===== src/exec_regs.vh =====
`ifndef EXEC_REGS_VH
`define EXEC_REGS_VH

// ----------------------------------------------------------------
// instruction patterns (12-bit words)
// ----------------------------------------------------------------
`define OPC_SUB_MASK     12'hfc0
`define OPC_SUB_VAL      12'h080
`define OPC_SWAP_MASK    12'hfc0
`define OPC_SWAP_VAL     12'h380
`define OPC_DIR_MASK     12'hff8
`define OPC_DIR_VAL      12'h000

// ----------------------------------------------------------------
// instruction fields
// ----------------------------------------------------------------
`define FLD_DEST_BIT     5
`define FLD_FILE_HI      4
`define FLD_DIR_HI       2

// ----------------------------------------------------------------
// status bit positions and reset values
// ----------------------------------------------------------------
`define STAT_CARRY       0
`define STAT_HALF        1
`define STAT_ZERO        2
`define ACC_RESET        8'h00
`define DIR_RESET        8'hff
`define DIR_SEL_FIRST    3'h5
`define DIR_SEL_LAST     3'h7
`define DIR_SEL_A        3'h5
`define DIR_SEL_B        3'h6
`define DIR_SEL_C        3'h7

// ----------------------------------------------------------------
// nibble boundaries inside a byte
// ----------------------------------------------------------------
`define NIB_LO_HI        3
`define NIB_HI_LO        4

`endif


===== src/subtract_swap_dirload_exec.v =====
// Functional notes
// RQ1: decode subtract, file selector 0 to 31
// RQ2: difference is file plus inverted accumulator plus one
// RQ3: dest bit picks accumulator or file
// RQ4: carry set when no borrow
// RQ5: carry cleared on borrow
// RQ6: decode swap, exchange file nibbles
// RQ7: dest bit picks accumulator or file
// RQ8: decode direction load from accumulator
// RQ9: selectors 5 to 7 load direction registers
// RQ10: carry lives at status bit zero
// RQ11: each instruction completes in one cycle
// RQ12: swap and direction load keep flags
//
// Chosen here: the placing of the registers and the strobed register port.
`timescale 1ns/1ps
`default_nettype none
`include "exec_regs.vh"

module subtract_swap_dirload_exec #(
    parameter WIDTH = 8
) (
    // clock and reset
    input  wire             clock,
    input  wire             sys_rst,
    // instruction word, valid for one instruction cycle
    input  wire [11:0]      instr,
    input  wire             instr_valid,
    // file register port
    output wire [4:0]       file_addr,
    input  wire [WIDTH-1:0] file_rdata,
    output reg  [WIDTH-1:0] file_wdata,
    output reg              file_we,
    // core state
    output reg  [WIDTH-1:0] accum_r,
    output reg  [WIDTH-1:0] status_r,
    // direction registers, selectors 5, 6, 7
    output reg  [WIDTH-1:0] dir_a_r,
    output reg  [WIDTH-1:0] dir_b_r,
    output reg  [WIDTH-1:0] dir_c_r,
    output reg              dir_we
);

    // ----------------------------------------------------------------
    // decode helpers
    // ----------------------------------------------------------------

    // true when the word matches a masked opcode pattern
    function match_op;
        input [11:0] word;           // instruction word
        input [11:0] mask;           // opcode bits that count
        input [11:0] value;          // required value of those bits
        begin
            match_op = ((word & mask) == value);
        end
    endfunction

    // true when a direction selector names one register
    function sel_hit;
        input [2:0] sel;             // selector from the word
        input [2:0] code;            // selector of this register
        begin
            sel_hit = (sel == code);
        end
    endfunction

    // ----------------------------------------------------------------
    // decoded instruction and control
    // ----------------------------------------------------------------
    wire             is_sub;         // subtract pattern
    wire             is_swap;        // swap pattern
    wire             is_dir;         // direction load pattern
    wire             dest_file;      // dest bit
    wire [2:0]       dir_sel;        // direction selector
    wire             dir_ok;         // selector in 5..7
    // datapath results
    wire [WIDTH-1:0] alu_res;        // difference or swapped byte
    wire             alu_c;          // carry, set when no borrow
    wire             alu_h;          // half-carry flag from low nibble, set when no borrow
    wire             alu_z;          // difference is zero
    // routing and strobes
    wire             exec_any;       // subtract or swap this cycle
    wire             to_file;        // result goes to the file register
    wire             to_accum;       // result goes to the accumulator
    wire             flag_upd;       // subtract updates the flags
    wire             dir_go;         // accepted direction load
    wire             load_a;         // selector 5 hit
    wire             load_b;         // selector 6 hit
    wire             load_c;         // selector 7 hit
    // next values
    reg  [WIDTH-1:0] accum_nxt;      // accumulator next value
    reg  [WIDTH-1:0] status_nxt;     // status next value

    // pattern match, gated by the valid strobe
    assign is_sub    = instr_valid && match_op(instr, `OPC_SUB_MASK, `OPC_SUB_VAL);   // RQ1
    assign is_swap   = instr_valid && match_op(instr, `OPC_SWAP_MASK, `OPC_SWAP_VAL); // RQ6
    assign is_dir    = instr_valid && match_op(instr, `OPC_DIR_MASK, `OPC_DIR_VAL);   // RQ8

    // operand fields taken straight from the word
    assign dest_file = instr[`FLD_DEST_BIT];
    assign file_addr = instr[`FLD_FILE_HI:0];                                       // RQ1
    assign dir_sel   = instr[`FLD_DIR_HI:0];

    // 8 and 9 do not fit three bits; only 5..7 decode
    // selectors 0..4 share the pattern but act as no-ops here
    assign dir_ok    = (dir_sel >= `DIR_SEL_FIRST) && (dir_sel <= `DIR_SEL_LAST);  // RQ9

    // where the subtract or swap result lands
    assign exec_any  = is_sub || is_swap;
    assign to_file   = exec_any && dest_file;                                       // RQ3 RQ7
    assign to_accum  = exec_any && !dest_file;                                      // RQ3 RQ7

    // only the subtract touches the flags
    assign flag_upd  = is_sub;                                                      // RQ12

    // one load strobe per direction register
    assign dir_go    = is_dir && dir_ok;                                            // RQ9
    assign load_a    = dir_go && sel_hit(dir_sel, `DIR_SEL_A);                      // RQ8
    assign load_b    = dir_go && sel_hit(dir_sel, `DIR_SEL_B);                      // RQ8
    assign load_c    = dir_go && sel_hit(dir_sel, `DIR_SEL_C);                      // RQ8

    // ----------------------------------------------------------------
    // datapath
    // ----------------------------------------------------------------
    sub_alu #(
        .WIDTH     (WIDTH)
    ) u_alu (
        .file_val  (file_rdata),
        .acc_val   (accum_r),
        .do_swap   (is_swap),
        .result    (alu_res),
        .carry_out (alu_c),
        .half_out  (alu_h),
        .zero_out  (alu_z)
    );

    // ----------------------------------------------------------------
    // next value logic
    // ----------------------------------------------------------------

    // accumulator keeps its value unless a result targets it
    always @* begin
        if (to_accum) begin
            accum_nxt = alu_res;
        end else begin
            accum_nxt = accum_r;
        end
    end

    // flags copy the datapath on subtract, else hold
    always @* begin
        status_nxt = status_r;
        if (flag_upd) begin
            status_nxt[`STAT_CARRY] = alu_c; // RQ4 RQ5 RQ10
            status_nxt[`STAT_HALF]  = alu_h;
            status_nxt[`STAT_ZERO]  = alu_z;
        end
    end

    // ----------------------------------------------------------------
    // registers, one instruction per clock
    // ----------------------------------------------------------------

    // accumulator register
    always @(posedge clock) begin // RQ11
        if (sys_rst) begin
            accum_r <= `ACC_RESET;
        end else begin
            accum_r <= accum_nxt;
        end
    end

    // status register; unused upper bits stay zero
    always @(posedge clock) begin // RQ11
        if (sys_rst) begin
            status_r <= {WIDTH{1'b0}};
        end else begin
            status_r <= status_nxt;
        end
    end

    // file register write port, one-cycle strobe
    // the write lands one cycle after the instruction, so a
    // back-to-back read of the same register must be ordered
    // by the core; nothing is forwarded here
    always @(posedge clock) begin // RQ11
        if (sys_rst) begin
            file_we    <= 1'b0;
            file_wdata <= {WIDTH{1'b0}};
        end else begin
            // strobe follows the target decode
            file_we <= to_file;
            if (to_file) begin
                // data holds between writes
                file_wdata <= alu_res;
            end
        end
    end

    // direction registers and their load strobe
    always @(posedge clock) begin // RQ11
        if (sys_rst) begin
            dir_we  <= 1'b0;
            dir_a_r <= `DIR_RESET;
            dir_b_r <= `DIR_RESET;
            dir_c_r <= `DIR_RESET;
        end else begin
            // strobe for accepted loads only
            dir_we <= dir_go;                // RQ8
            // accumulator to selected direction register
            if (load_a) begin
                dir_a_r <= accum_r;
            end
            if (load_b) begin
                dir_b_r <= accum_r;
            end
            if (load_c) begin
                dir_c_r <= accum_r;
            end
        end
    end

endmodule // subtract_swap_dirload_exec

`default_nettype wire


===== src/sub_alu.v =====
`timescale 1ns/1ps
`default_nettype none
`include "exec_regs.vh"

// ----------------------------------------------------------------
// subtract / swap datapath, purely combinational
// ----------------------------------------------------------------
module sub_alu #(
    parameter WIDTH = 8
) (
    // operands
    input  wire [WIDTH-1:0] file_val,
    input  wire [WIDTH-1:0] acc_val,
    input  wire             do_swap,
    // results
    output reg  [WIDTH-1:0] result,
    output reg              carry_out,
    output reg              half_out,
    output reg              zero_out
);

    // wide sums keep carry from the top bit
    reg [WIDTH:0]   full_sum;
    reg [`NIB_HI_LO:0] low_sum;

    // two's complement add of inverted accumulator plus one
    always @* begin
        full_sum  = {1'b0, file_val} + {1'b0, ~acc_val} + {{WIDTH{1'b0}}, 1'b1}; // RQ2
        low_sum   = {1'b0, file_val[`NIB_LO_HI:0]} + {1'b0, ~acc_val[`NIB_LO_HI:0]} + {{`NIB_HI_LO{1'b0}}, 1'b1};
        carry_out = full_sum[WIDTH];      // RQ4 RQ5
        half_out  = low_sum[`NIB_HI_LO];
        if (do_swap) begin
            result = {file_val[`NIB_LO_HI:0], file_val[WIDTH-1:`NIB_HI_LO]}; // RQ6
        end else begin
            result = full_sum[WIDTH-1:0];
        end
        zero_out  = (full_sum[WIDTH-1:0] == {WIDTH{1'b0}});
    end

endmodule // sub_alu

`default_nettype wire


===== config.mk =====
export PLATFORM = sky130hd
export DESIGN_NAME = subtract_swap_dirload_exec
export DESIGN_NICKNAME = d
export VERILOG_FILES = /design/src/subtract_swap_dirload_exec.v /design/src/sub_alu.v
export VERILOG_INCLUDE_DIRS = /design/src
export SDC_FILE = /design/constraint.sdc
export NUM_CORES = 1
export LEC_CHECK = 0
export ABC_AREA = 1
export BUFFER_PORTS_ARGS = -buffer_cell sky130_fd_sc_hd__buf_2
export CAP_MARGIN = 20
export CORE_UTILIZATION = 35
export CTS_CLUSTER_SIZE = 24
export DETAILED_ROUTE_END_ITERATION = 8
export PLACE_DENSITY_LB_ADDON = 0.25
export SLEW_MARGIN = 25
export SYNTH_ARGS = -nofsm -noshare
export SYNTH_HDL_FRONTEND = slang
export SYNTH_SLANG_ARGS = --single-unit

===== constraint.sdc =====
create_clock -name clock -period 5.1 [get_ports clock]
set_input_delay 1.02 -clock clock [delete_from_list [all_inputs] [get_ports clock]]
set_output_delay 1.02 -clock clock [all_outputs]
set_load 0.03 [all_outputs]

Word level (Yosys, flattened, before mapping)
Index checks and enable logic that the tools add are counted.

storage, ports and cells
  register bits after elaboration = 45
  bits in latches = 0
  RAM bits = 0
  ROM bits = 0
  bits of input ports = 23
  output and inout bits = 55
  word-level logic and storage cells = 36
  memories = 0

operators by class
  $add $sub $neg = 4
  multipliers = 0
  div/mod/pow operators = 0
  magnitude comparators = 2
  equality and inequality tests = 5
  shift operators = 0
  muxes and demuxes = 1
  bitwise operators = 2
  reduce and logical (&&, ||, !) cells = 14

operators by type and width
  kind                                                       number
  logical NOT 12 bit                                         1
  logical AND 1 bit                                          10
  adder 8 x 8 -> 9 bit                                       1
  adder 9 x 1 -> 9 bit (second input constant)               1
  equality test 3 bit (second input constant)                3
  logical NOT 8 bit                                          1
  2-to-1 mux 8 bit                                           1
  inverter 8 bit                                             1
  equality test 6 x 2 -> 1 bit (second input constant)       1
  equality test 6 x 4 -> 1 bit (second input constant)       1
  adder 4 x 4 -> 5 bit                                       1
  adder 5 x 1 -> 5 bit (second input constant)               1
  inverter 4 bit                                             1
  greater-or-equal comparator 3 bit (second input constant)  1
  <= comparator 3 bit (second input constant)                1
  logical NOT 1 bit                                          1
  logical OR 1 bit                                           1

Logic depth before layout (Yosys ltp)
Gate-level depths: netlist (run 1).

  word-level depth = 4
  depth in mapped cells = 13
  mapped depth without buffers = 13

Cells and area by module
From an unflattened synthesis (run 1), not the netlist that was laid out.

unflattened totals
  cells, all modules = 367
  area total of the unflattened synthesis = 2541.2 um^2

modules (own cells, without submodules)
  module                      instances  cells an instance  area an instance (um^2)  seq. area each (um^2)
  subtract_swap_dirload_exec  1          259                2005.7                   900.9
  sub_alu                     1          108                535.5                    0.0

Worst setup path after synthesis (run 1)
No wires, ideal clock.

  path kind = in2reg
  start = input port file_rdata[0]
  end = register accum_r[6]
  setup time = 109 ps
  arrival = 2261 ps
  required time = 4991 ps
  slack = 2730 ps
  stages on the path = 13
  buffers on the path = 0
  path through = inv_1 > ha_1 > fa_1 > inv_1 > nand2_1 > nand2_1 > nand4_1 > nand2_1 > nand2_1 > nand3_1 > nand3_1 > nand2_1 > inv_1

on the way
  cells in the longest elaborated chain, start to end = 3

ends and longest elaborated chain
  item                    line                              RTL
  start: declaration      subtract_swap_dirload_exec.v:31   input wire [WIDTH-1:0] file_rdata,
  adder 8 x 8 -> 9 bit    sub_alu.v:28                      full_sum = {1'b0, file_val} + {1'b0, ~acc_val} + {{WIDTH{1'b0}}, 1'b1};
  adder 9 x 1 -> 9 bit    sub_alu.v:28
  2-to-1 mux 8 bit        sub_alu.v:32                      if (do_swap) begin
  end signal: assignment  subtract_swap_dirload_exec.v:167  accum_r <= `ACC_RESET;
  end signal: assignment  subtract_swap_dirload_exec.v:169  accum_r <= accum_nxt;
  end: declaration        subtract_swap_dirload_exec.v:35   output reg [WIDTH-1:0] accum_r,

Every way passes these cells.
A chain may end at the register's enable or synchronous reset.

Final worst setup path (run 1)
  start = input port instr[2]
  end = output port file_addr[2]

RTL lines
  item                line                             RTL
  start: declaration  subtract_swap_dirload_exec.v:27  input wire [11:0] instr,
  end: declaration    subtract_swap_dirload_exec.v:30  output wire [4:0] file_addr,

No word-level cell between the ends.

==> summary.txt, run 1 <==
Cells and area
  – Fillers: roughly 700
  – Area of the multi-input gates: between 1000 and 1500 µm²
  – Final net count: 398
  – Antenna diodes: 0
  – FF/Latch Area: 901 µm²
  – Layout cells sized above 1: between 20 and 30%
  – Most frequent cells in the layout: nand2_1 (76), buf_2 (72), dfxtp_1 (45), inv_1 (32), o211ai_1 (23)
  – Area grow syn2layout: 18.8%
  – Most common cell after layout, fill and taps aside: nand2_1
  – Fin cells: 444

CTS
  – Hold buffer count at CTS: 0
  – Clock Sinks: 45
  – CTS tree: yes
  – Clk_lat worst skew: 300 ps
  – # Post-CTS Setup Buffers: 0
  – CTS Buf Count: 5
  – Root Driver: clkbuf_8
  – Clock slew at reported path FFs: roughly 90 ps
  – Clock buffer depth: 2
  – Post-CTS sizing: 0
  – # H-tree levels: 2

GRT
  – GRT Residual Overflow: 0
  – Initial antenna violation count: 0
  – Global-route met2 utilization: between 20% and 30%
  – GR Util met3: 4.17%
  – GRT Max-Usage Layer: met2
  – Grt met1 use: 23.6%
  – Global-route wire length before repair: 9.34 mm
  – Vias in the first global route: 1871
  – Total Routing Usage GR: 16.8%
  – Largest net degree at the start of global routing: 35

Floorplan
  – Initial Utilization: 36.2%
  – Die width: just over 80 µm
  – DIE HEIGHT: 83.1 µm
  – Rows: 29
  – Die area: a little under 7000 µm²
  – I/O pin count: 78
  – Core area: roughly 6300 µm²

STA
  – Post-Route Setup TNS: 0 ps
  – Final hold vios: 0
  – # setup viols final: 0
  – Tcrit/Tclk final: 47.2%
  – Slew margin rel.: 35.8%
  – RSZ-0062 raised after global routing: no
  – Fin crit period: 2400 ps
  – Slew at the pin closest to its max-slew limit: 957 ps
  – Final Max Slew Viols: 0
  – Max Freq: 416 MHz
  – Max Clock Skew: 6.59 ps

Logic synthesis
  – Yosys reg bits: 45
  – Yosys top cell area share: 39.2%
  – Sequential share of the synthesized area: 39.2%
  – Synth Flop Type: dfxtp_1
  – Unique cell type count in the Yosys netlist: 34
  – Area leader, netlist: dfxtp_1
  – Post-synthesis cell area: 2300 µm²
  – Async set-reset flop share out of synthesis: 0%
  – Synth Warn #: 0
  – Area contributors post-synth: dfxtp_1 (39%), nand2_1 (12%), o211ai_1 (7.5%), inv_1 (5.2%), ha_1 (4.4%)
  – Synth Instances: between 300 and 400
  – EDFF count, synth: 0
  – Syn Area/Cell: 7.62 µm²

Critical path
  – Critical path arrival: between 1000 and 1500 ps
  – Crit. End Element: output port
  – Startpoint types: input pin
  – CP required: 4080 ps
  – CP Class: input pin to output port
  – CP top delay family: buffers and inverters
  – Critical Path Most Common Cell: buf_2
  – Critical Path, Cell by Cell: buf_2 > buf_2
  – Critical path's slowest cell: buf_2
  – Crit path buf inv count: 2
  – Maximum fanout along the worst path: 4
  – Slowest stage delay, CP: 210 ps

Placed design
  – DP HPWL: 4.42 mm
  – GPL Wtd Cong: 0.940
  – Number of buffers added on ports: 72
  – Placed cell count: 436

Power and ir drop
  – Reg power frac: 53.5%
  – Leakage power: 0.00141 µW
  – Sw Pwr: roughly 180 µW
  – Gate power share: 12.1%
  – Total Power: 659 µW
  – Clock share of power: between 30% and 40%
  – Sw Share: between 20 and 30%
  – Max IR drop VDD: 0.000122 V
  – Internal Power: 476 µW
  – Pwr Density: between 200 and 250 nW/µm²

Job
  – Maxcap violations: 0

Detailed routing
  – Detail Route Antenna Nets: 0
  – Routed vias: 2154
  – DRC: 0
  – Post-Route WL: 5.70 mm
  – DRT iter0 DRCs: 85
  – DRT Pass-1 Iters: 4
  – Average wire per standard cell: around 13 µm
  – DR vias/cell: 4.85

Worst hold path
  – HP Class: flop to flop

Status
  – Status: finished, final reports clean
-- Yosys cell counts, drive strengths merged, types with 4 or more instances --
master and n:
a21oi 19, nand2 79, inv 33, nand4 5, ha 8, o211ai 24, dfxtp 45, nor2 18
o21ai 13, clkbuf 4, o21a 5, buf 15, nand3 22
-- registers in the layout (all words and copies together), names as in the netlist --
signal / flops
file_we: 1
dir_b_r: 8
accum_r: 8
file_wdata: 8
dir_c_r: 8
dir_a_r: 8
status_r: 3
dir_we: 1
-- stage by stage --
| step | hold WS [ps] | instance area [µm²] | util, % | worst slack [ps] |
|---|---|---|---|---|
| global route | 491 | 2730 | 43.0 | 2550 |
| detailed placement | 456 | 2640 | 41.6 | 2390 |
| CTS | 472 | 2730 | 43.0 | 2690 |
| finish | 467 | 2730 | 43.0 | 2700 |
| floorplan | 590 | 2320 | - | 2730 |
| global placement | 451 | 2640 | 41.6 | 2380 |
-- power by group through the flow --
stage | clock, µW | combinational, µW | sequential [µW]
3_5_place_dp | 0 | 79.2 | 361
5_1_grt | 250 | 89.2 | 353
6_report | 227 | 79.7 | 353
3_3_place_gp | 0 | 79.4 | 361
4_1_cts | 238 | 79.4 | 353
2_1_floorplan | 0 | 56.6 | 363
-- worst paths after layout --
path,start,to,slack (ps),depth (start not counted)
setup reg to reg,accum_r[2],file_wdata[5],3160,11
hold reg to reg,file_wdata[2],file_wdata[2],470,2
hold / removal,file_wdata[2],file_wdata[2],470,2
setup / recovery,instr[2],file_addr[2],2700,2
-- kinds of logic (layout without fill, tap and decap cells) --
kind of cell               after synthesis  count (layout)  synth area share, %
buffers and inverters                   54             115                 11.7
DFF                                     45              45                 39.2
adders and majority gates                9               9                 5.22
AOI/OAI and AO/OA                       62              62                 16.9
and+or+nand+nor                        131             131                 26.9
other                                    1               5                0.163
-- worst min-delay path: cells and delay by family, from the launching register on --
family / cells / cell delay [ps]
compound gates: 1 / 50
flops: 1 / 320
simple gates: 1 / 60
-- per-layer routing --
layer,vias up,wire (µm)
met5,-,0
met4,0,23
met3,2,304
met2,61,2530
met1,972,2840
li1,1119,-
-- area by class of cell --
cell class / instances / area share [%]
Clock buffer: 5 / 2.52
Tap cell: 77 / 3.53
Timing Repair Buffer: 72 / 13.2
Multi-Input combinational cell: 207 / 41.9
Inverter: 35 / 4.95
Sequential cell: 45 / 33.0
Clock inverter: 3 / 0.916
Note: power is estimated with default switching activity, not from simulation.
==> inputs of run 2 (changes only) <==
- ABC_AREA: 1 -> 0
- clock period: 5.1 -> 2.43 ns (I/O delays scaled with it)
==> run 2 against run 1 <==
Utilization grew 3.2 points. Design area rose by 0.73%. First-iteration DRC count fell by 14%. Sequential cell count stayed put. Wire length is 4.9% lower. Sequential share of layout area down 0.24 points. Synthesized cell count decreased by 18%. Worst setup slack lost 2600 ps. Cell count fell by 9.2%. Largest cell class unchanged.
==> summary.txt, run 2 <==
Floorplan
  – Die width: approximately 81 µm
  – Core area: 5960 µm²
  – DIE HEIGHT: around 81 µm
  – I/O pin count: between 70 and 80
  – Rows: 28
  – Die area: 6510 µm²
  – Initial Utilization: 36.4%

Logic synthesis
  – Unique cell type count in the Yosys netlist: 40
  – Top cells by count, synth: dfxtp_1 (45), nor2_1 (45), a211o_1 (24), a211oi_1 (19), nand2_1 (13)
  – EDFF count, synth: 0
  – Area contributors post-synth: dfxtp_1 (42%), a211o_1 (9.7%), nor2_1 (7.8%), a211oi_1 (6.6%), ha_1 (4.6%)
  – Synth Warn #: 0
  – Post-synthesis cell area: 2170 µm²
  – Sequential share of the synthesized area: 41.5%
  – Synth Instances: 247
  – Synth Flop Type: dfxtp_1
  – Area leader, netlist: dfxtp_1
  – Yosys top cell area share: 41.5%
  – Yosys reg bits: 45
  – Syn Area/Cell: 8.78 µm²
  – Async set-reset flop share out of synthesis: 0%

STA
  – Post-Route Setup TNS: 0 ps
  – Max Clock Skew: 11.2 ps
  – Fin crit period: 2290 ps
  – Final hold vios: 0
  – Max Freq: 438 MHz
  – RSZ-0062 raised after global routing: no
  – # setup viols final: 0
  – Final Max Slew Viols: 0
  – Tcrit/Tclk final: between 90% and 100%

GRT
  – Largest net degree at the start of global routing: 46
  – Global-route wire length before repair: around 8.6 mm
  – Initial antenna violation count: 0
  – GRT Residual Overflow: 0
  – Vias in the first global route: approximately 1.8k
  – Total Routing Usage GR: 17.5%

Cells and area
  – Fillers: 628
  – Final net count: 359
  – Most common cell after layout, fill and taps aside: buf_2
  – Most frequent cells in the layout: buf_2 (72), nor2_1 (45), dfxtp_1 (45), a211o_1 (24), buf_4 (20)
  – Area grow syn2layout: 26.9%
  – Antenna diodes: 0
  – Fin cells: 403
  – Layout cells sized above 1: between 30 and 40%
  – Layout Cell Area excl Fill: 2750 µm²

CTS
  – CTS tree: yes
  – Root Driver: clkbuf_8
  – # H-tree levels: 2
  – CTS Buf Count: 5
  – Clock slew at reported path FFs: 90 ps
  – Clk_lat worst skew: 300 ps
  – # Post-CTS Setup Buffers: 0
  – Clock buffer depth: 2
  – Clock Sinks: 45

Detailed routing
  – Routed vias: 1950
  – DR WL met3: 290 µm
  – Average wire per standard cell: 13.4 µm
  – M1 WL: 2.44 mm
  – DRT Pass-1 Iters: 6
  – DRT iter0 DRCs: 73
  – Top routing layer used: met4
  – Detail Route Antenna Nets: 0
  – DRC: 0
  – DR vias/cell: ~4.8
  – WL met2: around 2.7 mm
  – Post-Route WL: 5.42 mm

Placed design
  – DP HPWL: 4.31 mm
  – Placed cell count: 395
  – Post-placement cell area: 2660 µm²
  – GPL Wtd Cong: ~0.87
  – Number of buffers added on ports: 72

Status
  – Status: finished, final reports clean

Critical path
  – Worst Setup SP: accum_r[0]
  – Reg2reg start: accum_r[0]
  – Startpoint types: flop
  – Crit. End Element: flop
  – CP required: 2640 ps
  – CP Class: flop to flop
  – Critical path arrival: 2500 ps
  – Maximum fanout along the worst path: 2

Worst hold path
  – HP Class: flop to flop
  – Worst hold start: dir_a_r[2]

Power and ir drop
  – Leakage power: 0.00112 µW
  – Max IR drop VDD: approximately 0.00027 V
  – Sw Pwr: 373 µW
  – Gate power share: between 10% and 20%
  – Pwr Density: 501 nW/µm²
  – Clock share of power: between 30% and 40%
  – Reg power frac: 53.7%
  – Sw Share: 27.0%
  – Total Power: 1380 µW
  – Internal Power: a little over 1000 µW

Job
  – Maxcap violations: 0
[run 2: cell types whose count changed after synthesis, moves of 5 or more]
cell and change:
nand2_1 -63, nor2_1 +29, a211o_1 +24, a21oi_1 -9, nand3_1 -19, inv_1 -20
o21ai_0 -7, o211ai_1 -23, a211oi_1 +19, nor2b_1 +11, o21a_1 -5
[run 2: path summary, 6_finish.rpt]
| path | slack, ps | endpoint | depth (start not counted) |
|---|---|---|---|
| max reg2reg | 140 | status_r[2] | 6 |
| max | 140 | status_r[2] | 6 |
| min reg2reg | 460 | dir_a_r[2] | 1 |
| min | 460 | dir_a_r[2] | 1 |
[run 2: repair_timing]
action,4_1_cts,5_1_grt
hold buffers,0,0
gates resized for setup,0,1
setup endpoints to repair,0,1
[run 2: final cells by class]
class / count / area (µm²) / share of cell area [%]
timing repair buffer: 92 / 510 / 18.5
multi-input combinational: 171 / 1110 / 40.4
sequential: 45 / 901 / 32.7
clock inverter: 3 / 21.3 / 0.773
clock buffer: 5 / 68.8 / 2.50
inverter: 12 / 45.0 / 1.64
tap: 75 / 93.8 / 3.41
[run 2: critical path: stages, from the launching register on]
cell and delay [ps]:
dfxtp_1 340, ha_1 210, fa_1 400, xnor2_1 160, or4_1 500, or4_1 420, o31ai_2 170
[run 2: routing by layer]
layer	global-route usage (%)	up-vias
met2	29.8	54
met1	22.7	886
met5	0	-
met4	3.75	0
met3	3.52	2
li1	-	1008
[run 2: logic make-up after synthesis]
logic type | Yosys count | share of synthesized area, %
buffers and inverters | 35 | 8.08
other | 1 | 0.173
AOI/OAI and AO/OA | 63 | 22.1
xor gates and xnor gates | 4 | 1.62
muxes | 2 | 0.923
adders and majority gates | 9 | 5.54
DFF | 45 | 41.5
and+or+nand+nor | 88 | 20.0
[run 2: metrics by stage]
stage	worst slack, ps	utilization [%]	hold WS, ps
2_1_floorplan	57.0	-	616
3_3_place_gp	-72.5	44.6	443
3_5_place_dp	-153	44.6	448
4_1_cts	146	46.1	471
5_1_grt	23.7	46.2	498
6_report	144	46.2	464
[run 2: power groups by stage]
stage	Combinational (µW)	Clock [µW]	Sequential [µW]
after detailed placement	169	0	758
after CTS	169	484	740
after global placement	167	0	758
after global routing	188	517	741
after floorplan	110	0	762
final	170	469	740
==> inputs of run 3 (changes only) <==
--- a/config.mk
+++ b/config.mk
@@ -9,4 +9,4 @@
 export ABC_AREA = 0
-export BUFFER_PORTS_ARGS = -buffer_cell sky130_fd_sc_hd__buf_2
 export CAP_MARGIN = 20
+export CORE_MARGIN = 3
 export CORE_UTILIZATION = 35
@@ -14,2 +14,3 @@
 export DETAILED_ROUTE_END_ITERATION = 8
+export DONT_BUFFER_PORTS = 1
 export PLACE_DENSITY_LB_ADDON = 0.25
--- a/constraint.sdc
+++ b/constraint.sdc
@@ -3,2 +3,2 @@
 set_output_delay 0.486 -clock clock [all_outputs]
-set_load 0.03 [all_outputs]
+set_load 0.1 [all_outputs]
==> run 3 against run 2 <==
Clock skew down 3.5 ps. Register-to-register slack better by 30 ps. Wire length up 6.2%. Design area down 2.1%. Sequential cell count unchanged. Via count down 4.0%. Power up 13%. Utilization down 0.97 points. Fmax up 1.5%. Sequential share of layout area up 1.0 points. Worst setup slack better by 33 ps. Global-route usage down 1.2 points.
==> summary.txt, run 3 (synthesis results as in run 2) <==
GRT
  – Vias in the first global route: roughly 1.7k
  – Initial antenna violation count: 0
  – Global-route wire length before repair: 9.18 mm
  – Largest net degree at the start of global routing: 47
  – GRT Residual Overflow: 0
  – Total Routing Usage GR: 16.2%

Detailed routing
  – DRT Pass-1 Iters: 4
  – Post-Route WL: around 5.8 mm
  – DRC: 0
  – DR vias/cell: between 5 and 6
  – Routed vias: between 1.5k and 2k
  – Detail Route Antenna Nets: 0
  – Average wire per standard cell: 15.8 µm
  – DRT iter0 DRCs: 69

STA
  – RSZ-0062 raised after global routing: no
  – Slew margin rel.: approximately two thirds
  – Post-Route Setup TNS: 0 ps
  – # setup viols final: 0
  – Max Clock Skew: 7.70 ps
  – Max Freq: 444 MHz
  – Hold slack: around 260 ps
  – Final Max Slew Viols: 0
  – Slew at the pin closest to its max-slew limit: 528 ps
  – Fin crit period: 2250 ps
  – Final hold vios: 0
  – Tcrit/Tclk final: around 93%

Cells and area
  – Antenna diodes: 0
  – Layout cells sized above 1: 25.9%
  – Most frequent cells in the layout: buf_4 (54), nor2_1 (45), dfxtp_1 (38), a211o_1 (24), a211oi_1 (19)
  – Final net count: 321
  – Fillers: 610
  – Area grow syn2layout: 24.3%
  – FF/Latch Area: roughly 910 µm²
  – Most common cell after layout, fill and taps aside: buf_4
  – Area of the multi-input gates: 1110 µm²

CTS
  – Clk_lat worst skew: 300 ps
  – Clock buffer depth: 2
  – Clock slew at reported path FFs: around 90 ps
  – # Post-CTS Setup Buffers: 0
  – CTS tree: yes
  – Clock Sinks: 45
  – # H-tree levels: 2
  – CTS Buf Count: 5
  – Hold buffer count at CTS: 0
  – Post-CTS sizing: 0
  – Root Driver: clkbuf_8

Placed design
  – GPL Wtd Cong: slightly below 0.9
  – Number of buffers added on ports: 0
  – DP HPWL: 4.41 mm

Floorplan
  – Initial Utilization: 36.4%
  – Rows: 28
  – DIE HEIGHT: 84.7 µm
  – Die width: 84.7 µm
  – Die area: 7180 µm²
  – Core area: 5960 µm²
  – I/O pin count: 78

Critical path
  – Critical path arrival: between 2000 and 2500 ps
  – Critical Path Most Common Cell: or4_1
  – Critical path's slowest cell: or4_1
  – Slowest stage delay, CP: 490 ps
  – CP required: roughly 2700 ps
  – Maximum fanout along the worst path: 2
  – Startpoint types: flop
  – CP Class: flop to flop
  – Crit. End Element: flop
  – Critical Path, Cell by Cell: ha_1 > fa_1 > xnor2_1 > or4_1 > or4_1 > o31ai_2

Status
  – Status: finished, final reports clean

Power and ir drop
  – Pwr Density: 579 nW/µm²
  – Leakage power: 0.00103 µW
  – Max IR drop VDD: 0.000227 V

Worst hold path
  – HP Class: input pin to flop

Job
  – Maxcap violations: 0
run 3: layout make-up:
cell class	instances	share of cell area, %
clock inverter	3	2.41
sequential	45	33.8
inverter	12	1.67
multi-input combinational	171	41.1
clock buffer	5	2.55
tap	75	3.48
timing repair buffer	54	15.0
run 3: per-layer routing:
metal  vias up  wire length (µm)  global-route usage (%)  part of all wire, %
li1        937                 -                       -                    -
met1       866              2630                    21.5                   46
met2        61              2550                    24.8                   44
met3         8               465                    5.69                  8.1
met4         0               110                    5.04                  1.9
met5         -                 0                       0                    0
run 3: power by group:
group	total (µW)	switching (µW)	leakage [µW]	internal, µW
clock network	668	259	0.0000681	409
logic	151	108	0.000593	43.7
registers	740	1.04	0.000367	739
run 3: path summary, 6_finish.rpt:
check                     end  cells after the start        from  slack [ps]
hold / removal     accum_r[4]                      1     sys_rst         260
setup / recovery  status_r[2]                      6  accum_r[0]         180
hold reg to reg    dir_c_r[2]                      1  dir_c_r[2]         470
setup reg to reg  status_r[2]                      6  accum_r[0]         180
run 3: per-stage QoR:
step | util, % | instance area [µm²] | setup WS, ps | std cells | total power (µW)
after global placement | 43.0 | 2560 | 0.878 | 357 | 908
after detailed placement | 43.0 | 2560 | -21.0 | 357 | 908
after CTS | 45.3 | 2700 | 180 | 365 | 1570
after floorplan | - | 2190 | -71.1 | 251 | 931
after global routing | 45.3 | 2700 | 70.6 | 365 | 1620
final | 45.3 | 2700 | 177 | 365 | 1560
run 3: critical path: cells and delay by family, from the launching register on:
family | cells | cell delay [ps]
simple gates | 2 | 910
flops | 1 | 350
fa+ha+maj | 2 | 600
xor+xnor | 1 | 150
compound gates | 1 | 170
